[config.mk]
export PLATFORM = sky130hd
export DESIGN_NAME = spihc_ctrl
export DESIGN_NICKNAME = d
export VERILOG_FILES = /design/src/verilog/spihc_pkg.sv /design/src/verilog/spihc_ctrl.sv /design/src/verilog/spihc_bus_watch.sv
export VERILOG_INCLUDE_DIRS = /design/src /design/src/verilog
export SDC_FILE = /design/constraint.sdc
export NUM_CORES = 1
export LEC_CHECK = 0
export BUFFER_PORTS_ARGS = -buffer_cell sky130_fd_sc_hd__buf_2
export CORE_MARGIN = 2
export CORE_UTILIZATION = 60
export DETAILED_ROUTE_END_ITERATION = 10
export PLACE_DENSITY = 0.8
export REMOVE_ABC_BUFFERS = 1
export SLEW_MARGIN = 20
export SYNTH_ARGS = -nofsm -noshare
export SYNTH_HDL_FRONTEND = slang
export SYNTH_SLANG_ARGS = --single-unit
export TNS_END_PERCENT = 20
[constraint.sdc]
create_clock -name clk_sys -period 3.2 [get_ports clk_sys]
set_clock_uncertainty 0.1 [all_clocks]
set_input_delay 0.64 -clock clk_sys [delete_from_list [all_inputs] [get_ports clk_sys]]
set_output_delay 0.64 -clock clk_sys [all_outputs]
set_load 0.02 [all_outputs]
[src/verilog/spihc_defs.svh]
// Constants for the serial port I2C host control block.
//
// Functional notes
// - Reload 27h at 16 MHz gives 200 kHz; two terminal counts per SCL period.
// - Stored ack value bit is driven as the ack; 1 is NACK, 0 ACK.
// - Ack request starts an ack sequence sending the value bit, then clears.
// - Stop request generates a Stop condition and clears when it completes.
// - Restart request generates a Repeated Start, then clears automatically.
// - Host start bit generates a Start, clears itself; 0 means idle.
// - Client mode: start bit set enables SCL stretching, clear never stretches.
// - Stop-seen flag reads 1 when the last detected condition was a Stop.
// - Stop-seen flag is cleared whenever the serial port is disabled.
// - Requests are refused and buffer writes ignored unless I2C logic idle.
`ifndef SPIHC_DEFS_SVH
`define SPIHC_DEFS_SVH

// Register offsets.
`define SPIHC_OFF_STATUS   4'h0
`define SPIHC_OFF_CTRL1    4'h1
`define SPIHC_OFF_CTRL2    4'h2
`define SPIHC_OFF_RELOAD   4'h3
`define SPIHC_OFF_BUFFER   4'h4
`define SPIHC_OFF_IRQ_STAT 4'h5
`define SPIHC_OFF_IRQ_MASK 4'h6

// Field positions.
`define SPIHC_ST_STOP      4
`define SPIHC_ST_START     3
`define SPIHC_C1_EN        5
`define SPIHC_C1_HOLD      4
`define SPIHC_C2_ACKDAT    5
`define SPIHC_C2_ACKREQ    4
`define SPIHC_C2_RXREQ     3
`define SPIHC_C2_STOPREQ   2
`define SPIHC_C2_RSREQ     1
`define SPIHC_C2_STREQ     0

// Interrupt event bits.
`define SPIHC_EV_DONE      0
`define SPIHC_EV_STOP      1
`define SPIHC_EV_START     2

// Mode codes and reset values.
`define SPIHC_MODE_HOST    4'h8
`define SPIHC_MODE_CL7     4'h6
`define SPIHC_MODE_CL10    4'h7
`define SPIHC_MODE_CL7SP   4'hE
`define SPIHC_MODE_CL10SP  4'hF
`define SPIHC_RST_BYTE     8'h00
`define SPIHC_RST_RELOAD   8'h27

`endif

[src/verilog/spihc_pkg.sv]
// Types for the serial port I2C host control block.
package spihc_pkg;

    // Host sequencer states, Gray coded in listing order rather than along the path.
    typedef enum logic [3:0] {
        SPIHC_IDLE = 4'h0,
        SPIHC_PH1  = 4'h1,
        SPIHC_PH2  = 4'h3,
        SPIHC_PH3  = 4'h2,
        SPIHC_BIT  = 4'h6,
        SPIHC_DONE = 4'h7
    } spihc_state_t;

    // Sequence kind being run.
    typedef enum logic [2:0] {
        SPIHC_K_START = 3'h0,
        SPIHC_K_RSTRT = 3'h1,
        SPIHC_K_STOP  = 3'h2,
        SPIHC_K_ACK   = 3'h3,
        SPIHC_K_RX    = 3'h4,
        SPIHC_K_TX    = 3'h5
    } spihc_kind_t;

endpackage : spihc_pkg

[src/verilog/spihc_ctrl.sv]
// Control, status and host sequencer of the serial port in I2C operation.
//
// Added by the designer: the address map and the plain strobed port.
`timescale 1ns/100ps
`include "spihc_defs.svh"
module spihc_ctrl
    import spihc_pkg::*;
(
    // Clock and reset.
    input  wire logic       clk_sys,
    input  wire logic       srst,
    // Register port.
    input  wire logic [3:0] reg_addr,
    input  wire logic [7:0] reg_wdata,
    input  wire logic       reg_wr,
    input  wire logic       reg_rd,
    output logic      [7:0] reg_rdata,
    // I2C pins, open drain.
    input  wire logic       sda_in,
    output logic            sda_out,
    output logic            sda_oe,
    input  wire logic       scl_in,
    output logic            scl_out,
    output logic            scl_oe,
    // Client stretch request from the client engine.
    input  wire logic       client_hold_req,
    // Interrupt.
    output logic            irq
);

    typedef struct packed {
        logic [7:0]   ctrl1;
        logic [7:0]   ctrl2;
        logic [7:0]   reload;
        logic [7:0]   buffer;
        logic [7:0]   shreg;
        logic         stop_flag;
        logic         start_flag;
        logic [2:0]   irq_stat;
        logic [2:0]   irq_mask;
        spihc_state_t state;
        spihc_kind_t  kind;
        logic [7:0]   brg;
        logic [3:0]   bitn;
        logic         sda_lo;
        logic         scl_lo;
        logic [7:0]   rdata;
    } spihc_regs_t;

    spihc_regs_t r_q;
    spihc_regs_t r_d;

    logic       sda_s;
    logic       scl_s;
    logic       start_ev;
    logic       stop_ev;
    logic       enabled;
    logic       host_mode;
    logic       client_mode;
    logic       idle;
    logic       brg_tc;
    logic [2:0] events;

    // True when the mode code selects an I2C client mode.
    function automatic logic is_client(input logic [3:0] m);
        return m == `SPIHC_MODE_CL7 || m == `SPIHC_MODE_CL10 ||
               m == `SPIHC_MODE_CL7SP || m == `SPIHC_MODE_CL10SP;
    endfunction : is_client

    spihc_bus_watch u_watch (
        .clk_sys    (clk_sys),
        .srst       (srst),
        .sda_in     (sda_in),
        .scl_in     (scl_in),
        .sda_s      (sda_s),
        .scl_s      (scl_s),
        .start_seen (start_ev),
        .stop_seen  (stop_ev)
    );

    // Decoded mode and idle state.
    assign enabled     = r_q.ctrl1[`SPIHC_C1_EN];
    assign host_mode   = enabled && r_q.ctrl1[3:0] == `SPIHC_MODE_HOST;
    assign client_mode = enabled && is_client(r_q.ctrl1[3:0]);
    assign idle        = r_q.state == SPIHC_IDLE;
    // The counter ends a half period when it reaches zero.
    assign brg_tc      = r_q.brg == 8'h00;

    // Host sequencer, register writes and status update.
    always_comb begin
        r_d    = r_q;
        events = 3'h0;
        r_d.brg = brg_tc ? r_q.reload : r_q.brg - 8'h01;
        // Register writes; control bits stay writable, requests need idle.
        if (reg_wr) begin
            unique case (reg_addr)
                `SPIHC_OFF_CTRL1: begin
                    r_d.ctrl1 = reg_wdata;
                end
                `SPIHC_OFF_CTRL2: begin
                    r_d.ctrl2[`SPIHC_C2_ACKDAT] = reg_wdata[5];
                    if (client_mode) begin
                        r_d.ctrl2[0] = reg_wdata[0];
                    end else if (idle && host_mode) begin
                        r_d.ctrl2[4:0] = reg_wdata[4:0];
                    end
                end
                `SPIHC_OFF_RELOAD: begin
                    r_d.reload = reg_wdata;
                end
                `SPIHC_OFF_BUFFER: begin
                    if (idle) begin
                        r_d.buffer = reg_wdata;
                    end
                end
                `SPIHC_OFF_IRQ_STAT: begin
                    r_d.irq_stat = r_q.irq_stat & ~reg_wdata[2:0];
                end
                `SPIHC_OFF_IRQ_MASK: begin
                    r_d.irq_mask = reg_wdata[2:0];
                end
                default: begin
                end
            endcase
        end
        // Launch one request from idle; priority start, restart, stop, ack.
        if (idle && host_mode) begin
            r_d.state = SPIHC_PH1;
            r_d.brg   = r_q.reload;
            if (r_q.ctrl2[`SPIHC_C2_STREQ]) begin
                r_d.kind = SPIHC_K_START;
            end else if (r_q.ctrl2[`SPIHC_C2_RSREQ]) begin
                r_d.kind = SPIHC_K_RSTRT;
            end else if (r_q.ctrl2[`SPIHC_C2_STOPREQ]) begin
                r_d.kind = SPIHC_K_STOP;
            end else if (r_q.ctrl2[`SPIHC_C2_ACKREQ]) begin
                r_d.kind = SPIHC_K_ACK;
            end else if (r_q.ctrl2[`SPIHC_C2_RXREQ]) begin
                r_d.kind = SPIHC_K_RX;
                r_d.bitn = 4'h8;
            end else if (reg_wr && reg_addr == `SPIHC_OFF_BUFFER) begin
                r_d.kind  = SPIHC_K_TX;
                r_d.bitn  = 4'h9;
                r_d.shreg = reg_wdata;
            end else begin
                r_d.state = SPIHC_IDLE;
            end
        end else if (!idle && brg_tc) begin
            // Each phase lasts one reload half period.
            unique case (r_q.state)
                SPIHC_PH1: begin
                    r_d.state = SPIHC_PH2;
                    unique case (r_q.kind)
                        SPIHC_K_START: begin
                            r_d.sda_lo = 1'b1;
                        end
                        SPIHC_K_RSTRT: begin
                            r_d.sda_lo = 1'b0;
                            r_d.scl_lo = 1'b0;
                        end
                        SPIHC_K_STOP: begin
                            r_d.sda_lo = 1'b1;
                            r_d.scl_lo = 1'b0;
                        end
                        SPIHC_K_ACK: begin
                            r_d.sda_lo = ~r_q.ctrl2[`SPIHC_C2_ACKDAT];
                            r_d.scl_lo = 1'b0;
                        end
                        default: begin
                            // Pull SCL low and set the first bit at once,
                            // so no idle high half precedes the data.
                            r_d.state  = SPIHC_BIT;
                            r_d.scl_lo = 1'b1;
                            r_d.bitn   = r_q.bitn - 4'h1;
                            r_d.sda_lo = r_q.kind == SPIHC_K_TX &&
                                         r_q.bitn != 4'h1 &&
                                         !r_q.shreg[7];
                            if (r_q.kind == SPIHC_K_TX) begin
                                r_d.shreg = {r_q.shreg[6:0], 1'b0};
                            end
                        end
                    endcase
                end
                SPIHC_PH2: begin
                    r_d.state = SPIHC_PH3;
                    unique case (r_q.kind)
                        SPIHC_K_START: r_d.scl_lo = 1'b1;
                        SPIHC_K_RSTRT: r_d.sda_lo = 1'b1;
                        SPIHC_K_STOP:  r_d.sda_lo = 1'b0;
                        default:       r_d.scl_lo = 1'b1;
                    endcase
                end
                SPIHC_PH3: begin
                    r_d.state = SPIHC_DONE;
                    if (r_q.kind == SPIHC_K_RSTRT) begin
                        r_d.scl_lo = 1'b1;
                    end
                end
                SPIHC_BIT: begin
                    // Low half drives data, high half samples it.
                    if (r_q.scl_lo) begin
                        r_d.scl_lo = 1'b0;
                    end else if (r_q.bitn == 4'h0) begin
                        r_d.state = SPIHC_DONE;
                    end else begin
                        r_d.scl_lo = 1'b1;
                        r_d.bitn   = r_q.bitn - 4'h1;
                        r_d.sda_lo = r_q.kind == SPIHC_K_TX &&
                                     r_q.bitn != 4'h1 && !r_q.shreg[7];
                        if (r_q.kind == SPIHC_K_TX) begin
                            r_d.shreg = {r_q.shreg[6:0], 1'b0};
                        end
                    end
                    if (!r_q.scl_lo && r_q.kind == SPIHC_K_RX) begin
                        r_d.shreg = {r_q.shreg[6:0], sda_s};
                    end
                end
                SPIHC_DONE: begin
                    // Sequence complete: release request and flag the event.
                    r_d.state = SPIHC_IDLE;
                    events[`SPIHC_EV_DONE] = 1'b1;
                    unique case (r_q.kind)
                        SPIHC_K_START: r_d.ctrl2[0] = 1'b0;
                        SPIHC_K_RSTRT: r_d.ctrl2[1] = 1'b0;
                        SPIHC_K_STOP:  r_d.ctrl2[2] = 1'b0;
                        SPIHC_K_ACK:   r_d.ctrl2[4] = 1'b0;
                        SPIHC_K_RX: begin
                            r_d.ctrl2[3] = 1'b0;
                            r_d.buffer   = r_q.shreg;
                        end
                        default: begin
                        end
                    endcase
                end
                default: begin
                    r_d.state = SPIHC_IDLE;
                end
            endcase
        end
        // Last bus condition seen; cleared while the port is off.
        if (stop_ev) begin
            r_d.stop_flag  = 1'b1;
            r_d.start_flag = 1'b0;
        end else if (start_ev) begin
            r_d.stop_flag  = 1'b0;
            r_d.start_flag = 1'b1;
        end
        if (!enabled) begin
            r_d.stop_flag  = 1'b0;
            r_d.start_flag = 1'b0;
        end
        // Leaving host mode drops any host drive so a client never
        // inherits a held SCL or SDA.
        if (!host_mode) begin
            r_d.state  = SPIHC_IDLE;
            r_d.sda_lo = 1'b0;
            r_d.scl_lo = 1'b0;
        end
        events[`SPIHC_EV_STOP]  = stop_ev && enabled;
        events[`SPIHC_EV_START] = start_ev && enabled;
        // Set wins over a clear in the same cycle.
        r_d.irq_stat = r_d.irq_stat | events;
        // Read data stand in the cycle after the read strobe.
        if (reg_rd) begin
            unique case (reg_addr)
                `SPIHC_OFF_STATUS:   r_d.rdata = {3'h0, r_q.stop_flag,
                                                  r_q.start_flag, 2'h0,
                                                  !idle};
                `SPIHC_OFF_CTRL1:    r_d.rdata = r_q.ctrl1;
                `SPIHC_OFF_CTRL2:    r_d.rdata = r_q.ctrl2;
                `SPIHC_OFF_RELOAD:   r_d.rdata = r_q.reload;
                `SPIHC_OFF_BUFFER:   r_d.rdata = r_q.buffer;
                `SPIHC_OFF_IRQ_STAT: r_d.rdata = {5'h0, r_q.irq_stat};
                `SPIHC_OFF_IRQ_MASK: r_d.rdata = {5'h0, r_q.irq_mask};
                default:             r_d.rdata = `SPIHC_RST_BYTE;
            endcase
        end else begin
            r_d.rdata = `SPIHC_RST_BYTE;
        end
    end

    // State register; everything resets idle with the bus released.
    always_ff @(posedge clk_sys) begin
        if (srst) begin
            r_q        <= '0;
            r_q.reload <= `SPIHC_RST_RELOAD;
            r_q.state  <= SPIHC_IDLE;
            r_q.kind   <= SPIHC_K_START;
        end else begin
            r_q <= r_d;
        end
    end

    // Open-drain pins and interrupt.
    assign sda_out   = 1'b0;
    assign sda_oe    = r_q.sda_lo;
    assign scl_out   = 1'b0;
    // Client stretches only while the stretch enable is set.
    assign scl_oe    = r_q.scl_lo || (client_mode &&
                       r_q.ctrl2[`SPIHC_C2_STREQ] && client_hold_req);
    assign reg_rdata = r_q.rdata;
    assign irq       = |(r_q.irq_stat & r_q.irq_mask);

endmodule : spihc_ctrl

[src/verilog/spihc_bus_watch.sv]
// Synchronises SDA and SCL and detects Start and Stop conditions.
`timescale 1ns/100ps
module spihc_bus_watch
    import spihc_pkg::*;
(
    // Clock and reset.
    input  wire logic clk_sys,
    input  wire logic srst,
    // Raw bus pins.
    input  wire logic sda_in,
    input  wire logic scl_in,
    // Synchronised levels and events.
    output logic      sda_s,
    output logic      scl_s,
    output logic      start_seen,
    output logic      stop_seen
);

    typedef struct packed {
        logic [1:0] sda_m;
        logic [1:0] scl_m;
        logic       sda_p;
        logic       start;
        logic       stop;
    } spihc_watch_t;

    spihc_watch_t st_q;
    spihc_watch_t st_d;

    // Two-stage synchronisers; only the second stage feeds the detector.
    always_comb begin
        st_d       = st_q;
        st_d.sda_m = {st_q.sda_m[0], sda_in};
        st_d.scl_m = {st_q.scl_m[0], scl_in};
        st_d.sda_p = st_q.sda_m[1];
        st_d.start = st_q.scl_m[1] & st_q.sda_p & ~st_q.sda_m[1];
        st_d.stop  = st_q.scl_m[1] & ~st_q.sda_p & st_q.sda_m[1];
    end

    // State register; bus lines are idle high after reset.
    always_ff @(posedge clk_sys) begin
        if (srst) begin
            st_q <= '{sda_m: 2'h3, scl_m: 2'h3, sda_p: 1'b1,
                      start: 1'b0, stop: 1'b0};
        end else begin
            st_q <= st_d;
        end
    end

    assign sda_s      = st_q.sda_m[1];
    assign scl_s      = st_q.scl_m[1];
    assign start_seen = st_q.start;
    assign stop_seen  = st_q.stop;

endmodule : spihc_bus_watch

======== Yosys cells after proc, flatten, opt, wreduce, memory -nomap -nowiden ========
Index checks and enable logic that the tools add are counted.
word-level totals
  word-level logic and storage cells ...... 211
  bits in registers ....................... 82
  output and inout bits ................... 13
cells by class
  add/subtract/negate cells ............... 2
  equality and inequality tests ........... 41
  bitwise logic cells ..................... 15
  reductions and logical operators ........ 49
  mux-type cells .......................... 82
operators by type and width
  kind                count
  $mux 8              20
  $mux 4              14
  $pmux 8 s7          1
  $mux 5              6
  $eq 4x3->1 const B  7
  $mux 3              9
  $mux 21             1
  $ne 2x2->1 const B  10
  $mux 6              3
  $mux 1              17
  $eq 4x2->1 const B  4
  $mux 16             1
  $pmux 4 s4          1
  $pmux 8 s2          1
  $ne 3x3->1 const B  5
  $eq 4x4->1 const B  3
  $logic_and 1x1->1   12
  $logic_not 4->1     3
  $reduce_and 6->1    2
  $reduce_and 11->1   1
  $reduce_and 10->1   1
  $reduce_and 2->1    5
  $reduce_or 2->1     5
  $reduce_or 3->1     3
  30 further kinds    54

======== Longest topological paths before layout ========
  depth after elaboration ................. 12
  mapped depth ............................ 8
  mapped depth without buffers ............ 7

======== Cells and area by module ========
A second synthesis with hierarchy kept.
unflattened totals
  cells, all modules ...................... 479
  area total of the unflattened synthesis .. 4191.5 µm²
modules (own cells, without submodules)
  module           times used  cells an instance  seq. area each (µm²)  area each (µm²)
  spihc_ctrl       1           465                1481.4                3995.1
  spihc_bus_watch  1           14                 140.1                 196.4

======== Least setup slack after synthesis ========
OpenSTA, ideal clock, no wires.
  path kind ............................... input to register
  from .................................... input reg_addr[2]
  to ...................................... register r_q[45] in the netlist's numbering
  data required time ...................... 3014 ps
  data arrival time ....................... 2579 ps
  path slack .............................. 435 ps
  cell stages on the path ................. 6
  buffers on the path ..................... 2
  cells stage by stage .................... clkbuf_1 -> or3b_2 -> or4b_2 -> clkbuf_1 -> mux2i_1 -> a211oi_1
on the way
  word-level cells in the longest chain between the ends .. 7
ends and longest elaborated chain
  item                  line               text
  from (decl)           spihc_ctrl.sv:13   input wire logic [3:0] reg_addr,
  $eq 4x3->1 (*)        spihc_ctrl.sv:96   unique case (reg_addr)
  $mux 8 (*)            spihc_ctrl.sv:96
  $mux 21 (*)           spihc_ctrl.sv:95   if (reg_wr) begin
  $mux 8                spihc_ctrl.sv:222  unique case (r_q.kind)
  $mux 8                spihc_ctrl.sv:150  unique case (r_q.state)
  $mux 16               spihc_ctrl.sv:148  end else if (!idle && brg_tc) begin
  $mux 8 (*)            spihc_ctrl.sv:127  if (idle && host_mode) begin
  to (signal assigned)  spihc_ctrl.sv:290  r_q <= r_d;
  to (decl)             spihc_ctrl.sv:50   spihc_regs_t r_q;
Every way passes the cells marked *; elsewhere a longest branch is shown, timed or not. The select of a mux whose other input is x is not followed.
A chain may end at the register's enable or synchronous reset.

======== Final worst setup path ========
  from .................................... register r_q[26] in the netlist's numbering
  to ...................................... register r_q[42] in the netlist's numbering
on the way
  word-level cells in the longest chain between the ends .. 5
  elaborated cells on any way between the ends .. 21
ends and longest elaborated chain
  item                         line               text
  $logic_not 4->1              spihc_ctrl.sv:85   assign idle = r_q.state == SPIHC_IDLE;
  $logic_not 1->1              spihc_ctrl.sv:148
  $logic_and 1x1->1            spihc_ctrl.sv:148
  $reduce_bool 2->1 (no line)  n/a
  $reduce_and 11->1 (no line)  n/a
Parallel ways exist; a longest one is shown, timed or not. The select of a mux whose other input is x is not followed.

==> metrics.log <==
INFO  metric clkTransAtPathRegs = ~0.090 ns
INFO  metric power_density = 476 nW/um2
INFO  metric grt_start_max_net_pins = 63
INFO  metric drive_above_1_share = roughly 15%
INFO  metric final_critical_path_setup_slack = 0.431 ns
INFO  metric ys.warnings.count = 0
INFO  metric power.ir.vdd_worst = 0.000263 V
INFO  metric number_of_routed_nets_with_antenna_violations = 0
INFO  metric drcViolationCount = 0
INFO  metric diodes = 0
INFO  metric timing.final.crit_share = 86.5%
INFO  metric crit_path_start_kind = flip-flop
INFO  metric detail_route.vias_per_cell = 6.41
INFO  metric layout-area-overhead-vs-synth = 8.98%
INFO  metric outcome = complete, no violations
INFO  metric period_needed = 2.77 ns
INFO  metric clock_latency = 0.36 ns
INFO  metric synth.distinct_cells = 63
INFO  metric fin_setup_tns = 0 ns
INFO  metric grt_pass1_vias = 3,615
INFO  metric cts-hold-fix-buffers = 0
INFO  metric initial_antenna_violation_count = 0
INFO  metric yosys.area_share.xor_xnor = 1.64%
INFO  metric sequential_element_share_of_the_synthesized_area = 38.0%
INFO  metric tritoncts = built
INFO  metric post_drt_wl_per_cell = 17.9 um
INFO  metric timing_worst_slew_pin_value = roughly 0.9 ns
INFO  metric cts-root-buf = clkbuf_8
INFO  metric clk_path_buf_depth = 2
INFO  metric design.final.nets = 548
INFO  metric portBuffers = 29
INFO  metric timing.final.hold_violations = 0
INFO  metric grt_pass1_wl = 17,900 um
INFO  metric synth-compound-area-share = 20.9%
INFO  metric coreArea = 6830 um2
INFO  metric dpl.hpwl = ~8000 um
INFO  metric fp-row-count = 30
INFO  metric leakagePower = around 1.7 nW
INFO  metric globalRouteOverflowTotal = 0
INFO  metric gp_congestion = 0.939
INFO  metric die_width = 88.3 um
INFO  metric required_time_of_the_worst_setup_path = around 3.3 ns
INFO  metric pre_cts_ws = 0.386 ns
INFO  metric combinational_family_with_the_most_area_after_synthesis = simple AND/OR/NAND/NOR gates
INFO  metric maxSlewHeadroom = 39.9%
INFO  metric finalMaxSlewViolations = 0
INFO  metric num_io_pins = 32
INFO  metric worst_hold_slack = 0.319 ns
INFO  metric post_cts_resized = 0
INFO  metric tritoncts_num_sinks = 81
INFO  metric seqCellArea = 1620 um2
INFO  metric initial_utilization = ~62%
INFO  metric fill_cells = 574
INFO  metric fp.dieH = 88.3 um
INFO  metric number_of_storage_elements_in_the_synthesis_netlist = 81
INFO  metric mostFrequentLayoutCell = dfxtp_1
INFO  metric critPathKind = reg -> reg
INFO  metric dr.first_iter.drc_count = ~440
INFO  metric fp.dieArea = 7800 um2
INFO  metric multi_input_area = 2340 um2
INFO  metric post_synth_fa_ha_maj_area_fraction = 1.47%
INFO  metric post_synth_edffs = 0
INFO  metric wl = between 10,000 and 15,000 um
INFO  metric setup_violations = 0
INFO  metric ys_async_sr_fraction = 0%
INFO  metric synth_cells = 512
INFO  metric drv_cap = 0
INFO  metric firstDrtPassIters = 5
INFO  metric num_vias = 4,002
INFO  metric netlist_area = 4270 um2
INFO  metric critical_path_peak_fanout = 16
INFO  metric holdCritPathClass = reg -> reg
INFO  metric mux_cell_area_share_after_synthesis = 7.95%
INFO  metric yosys_most_used_dff = dfxtp_1
INFO  metric synthSimpleGateAreaFrac = 22.8%
INFO  metric numCtsBuffers = 9
INFO  metric deepest_level_of_the_cts_h_tree = 3
INFO  metric final_cell_mix = dfxtp_1 (81), nor2_1 (49), nand2_1 (45)
INFO  metric synth.avg_cell_area = 8.33 um2
INFO  metric worstSetupEndpointType = flip-flop
INFO  metric worst_ep_arrival_time = 2.89 ns
INFO  metric timing.fmax = between 300 and 400 MHz
INFO  metric post-cts-setup-buffers = 0
INFO  metric grt_usage = 29.8%
INFO  metric rsz0062_at_grt = no
## metrics by stage
| step | utilization, % | instance area [um2] | std cells | total power, mW |
|---|---|---|---|---|
| floorplan | - | 4060 | 470 | 1.31 |
| global placement | 64.9 | 4430 | 609 | 1.40 |
| detailed placement | 64.9 | 4430 | 609 | 1.41 |
| CTS | 68.0 | 4650 | 624 | 2.23 |
| global route | 68.0 | 4650 | 624 | 2.30 |
| finish | 68.0 | 4650 | 624 | 2.21 |
## cells in the mapped netlist, types with 3 or more instances
cell type	instances	area share, %
a31oi_1	4	0.59
ha_1	5	1.5
nor2b_1	4	0.59
nand2_1	45	4.0
o21ai_0	7	0.82
a221oi_1	5	1.0
nand2b_1	5	0.73
dfxtp_1	81	38
clkbuf_1	29	2.6
o21a_1	4	0.70
nor4b_1	3	0.62
or3_1	4	0.59
nor3b_1	4	0.70
a2111oi_0	8	1.6
inv_1	26	2.3
and2_1	9	1.3
and3_1	3	0.44
nor2_1	49	4.3
or2_2	7	1.0
xor2_1	4	0.82
nand4_1	4	0.59
nor4_1	4	0.59
mux2_2	7	1.8
o32ai_1	3	0.62
xnor2_1	4	0.82
a211oi_1	30	5.3
a222oi_1	3	0.70
mux2i_1	26	6.1
nor3_1	16	1.9
a311oi_1	4	0.82
a21oi_1	31	3.6
a22oi_1	8	1.4
nand3_1	17	2.0
buf_4	10	1.8
## kinds of logic after synthesis
logic type / after synthesis
AO/OA/AOI/OAI: 125
adder cells (fa/ha/maj): 5
multiplexers: 33
buffers and inverters: 69
flip-flops: 81
XOR/XNOR: 8
other: 1
AND/OR/NAND/NOR: 190
## critical path, stage by stage, from the launching register on
cell       delay (ns)
dfxtp_1          0.46
or3_1            0.42
or4_1            0.55
a221o_1          0.43
buf_4            0.21
a2111oi_0        0.36
a211oi_1         0.09
## where the power goes
group	internal, mW	switching, mW	total (mW)
registers	1.05	0.0359	1.09
clock network	0.439	0.390	0.828
logic	0.117	0.178	0.296
## final timing paths
path                        start             to  slack [ns]  cells past startpoint
hold reg to reg   u_watch.st_d[6]  u_watch.sda_s        0.32                      1
hold / removal    u_watch.st_d[6]  u_watch.sda_s        0.32                      1
setup reg to reg          r_q[26]        r_q[42]        0.43                      6
setup / recovery          r_q[26]        r_q[42]        0.43                      6
## state kept, by name (all words and copies together) (netlist names)
register            count
u_watch.st_d            2
u_watch.st_q            1
enabled                 1
r_q                    64
reg_rdata               8
sda_oe                  1
u_watch.sda_s           1
u_watch.start_seen      1
u_watch.stop_seen       1
u_watch.scl_s           1
## metal layers
layer  vias to the layer above  wire length [um]  global-route usage, %
met5                         -                 0                      0
met4                         0               309                   11.7
met3                        35              1140                   6.53
met2                       234              5170                   47.3
met1                      1846              4550                   39.6
li1                       1887                 -                      -
## cell type report
class,count,share of cell area [%]
timing repair buffer,43,5.38
clock inverter,6,1.99
inverter,26,2.10
clock buffer,9,2.66
sequential,81,34.9
multi-input combinational,363,50.4
tap,96,2.58
Power figures use the tool's default switching activity.
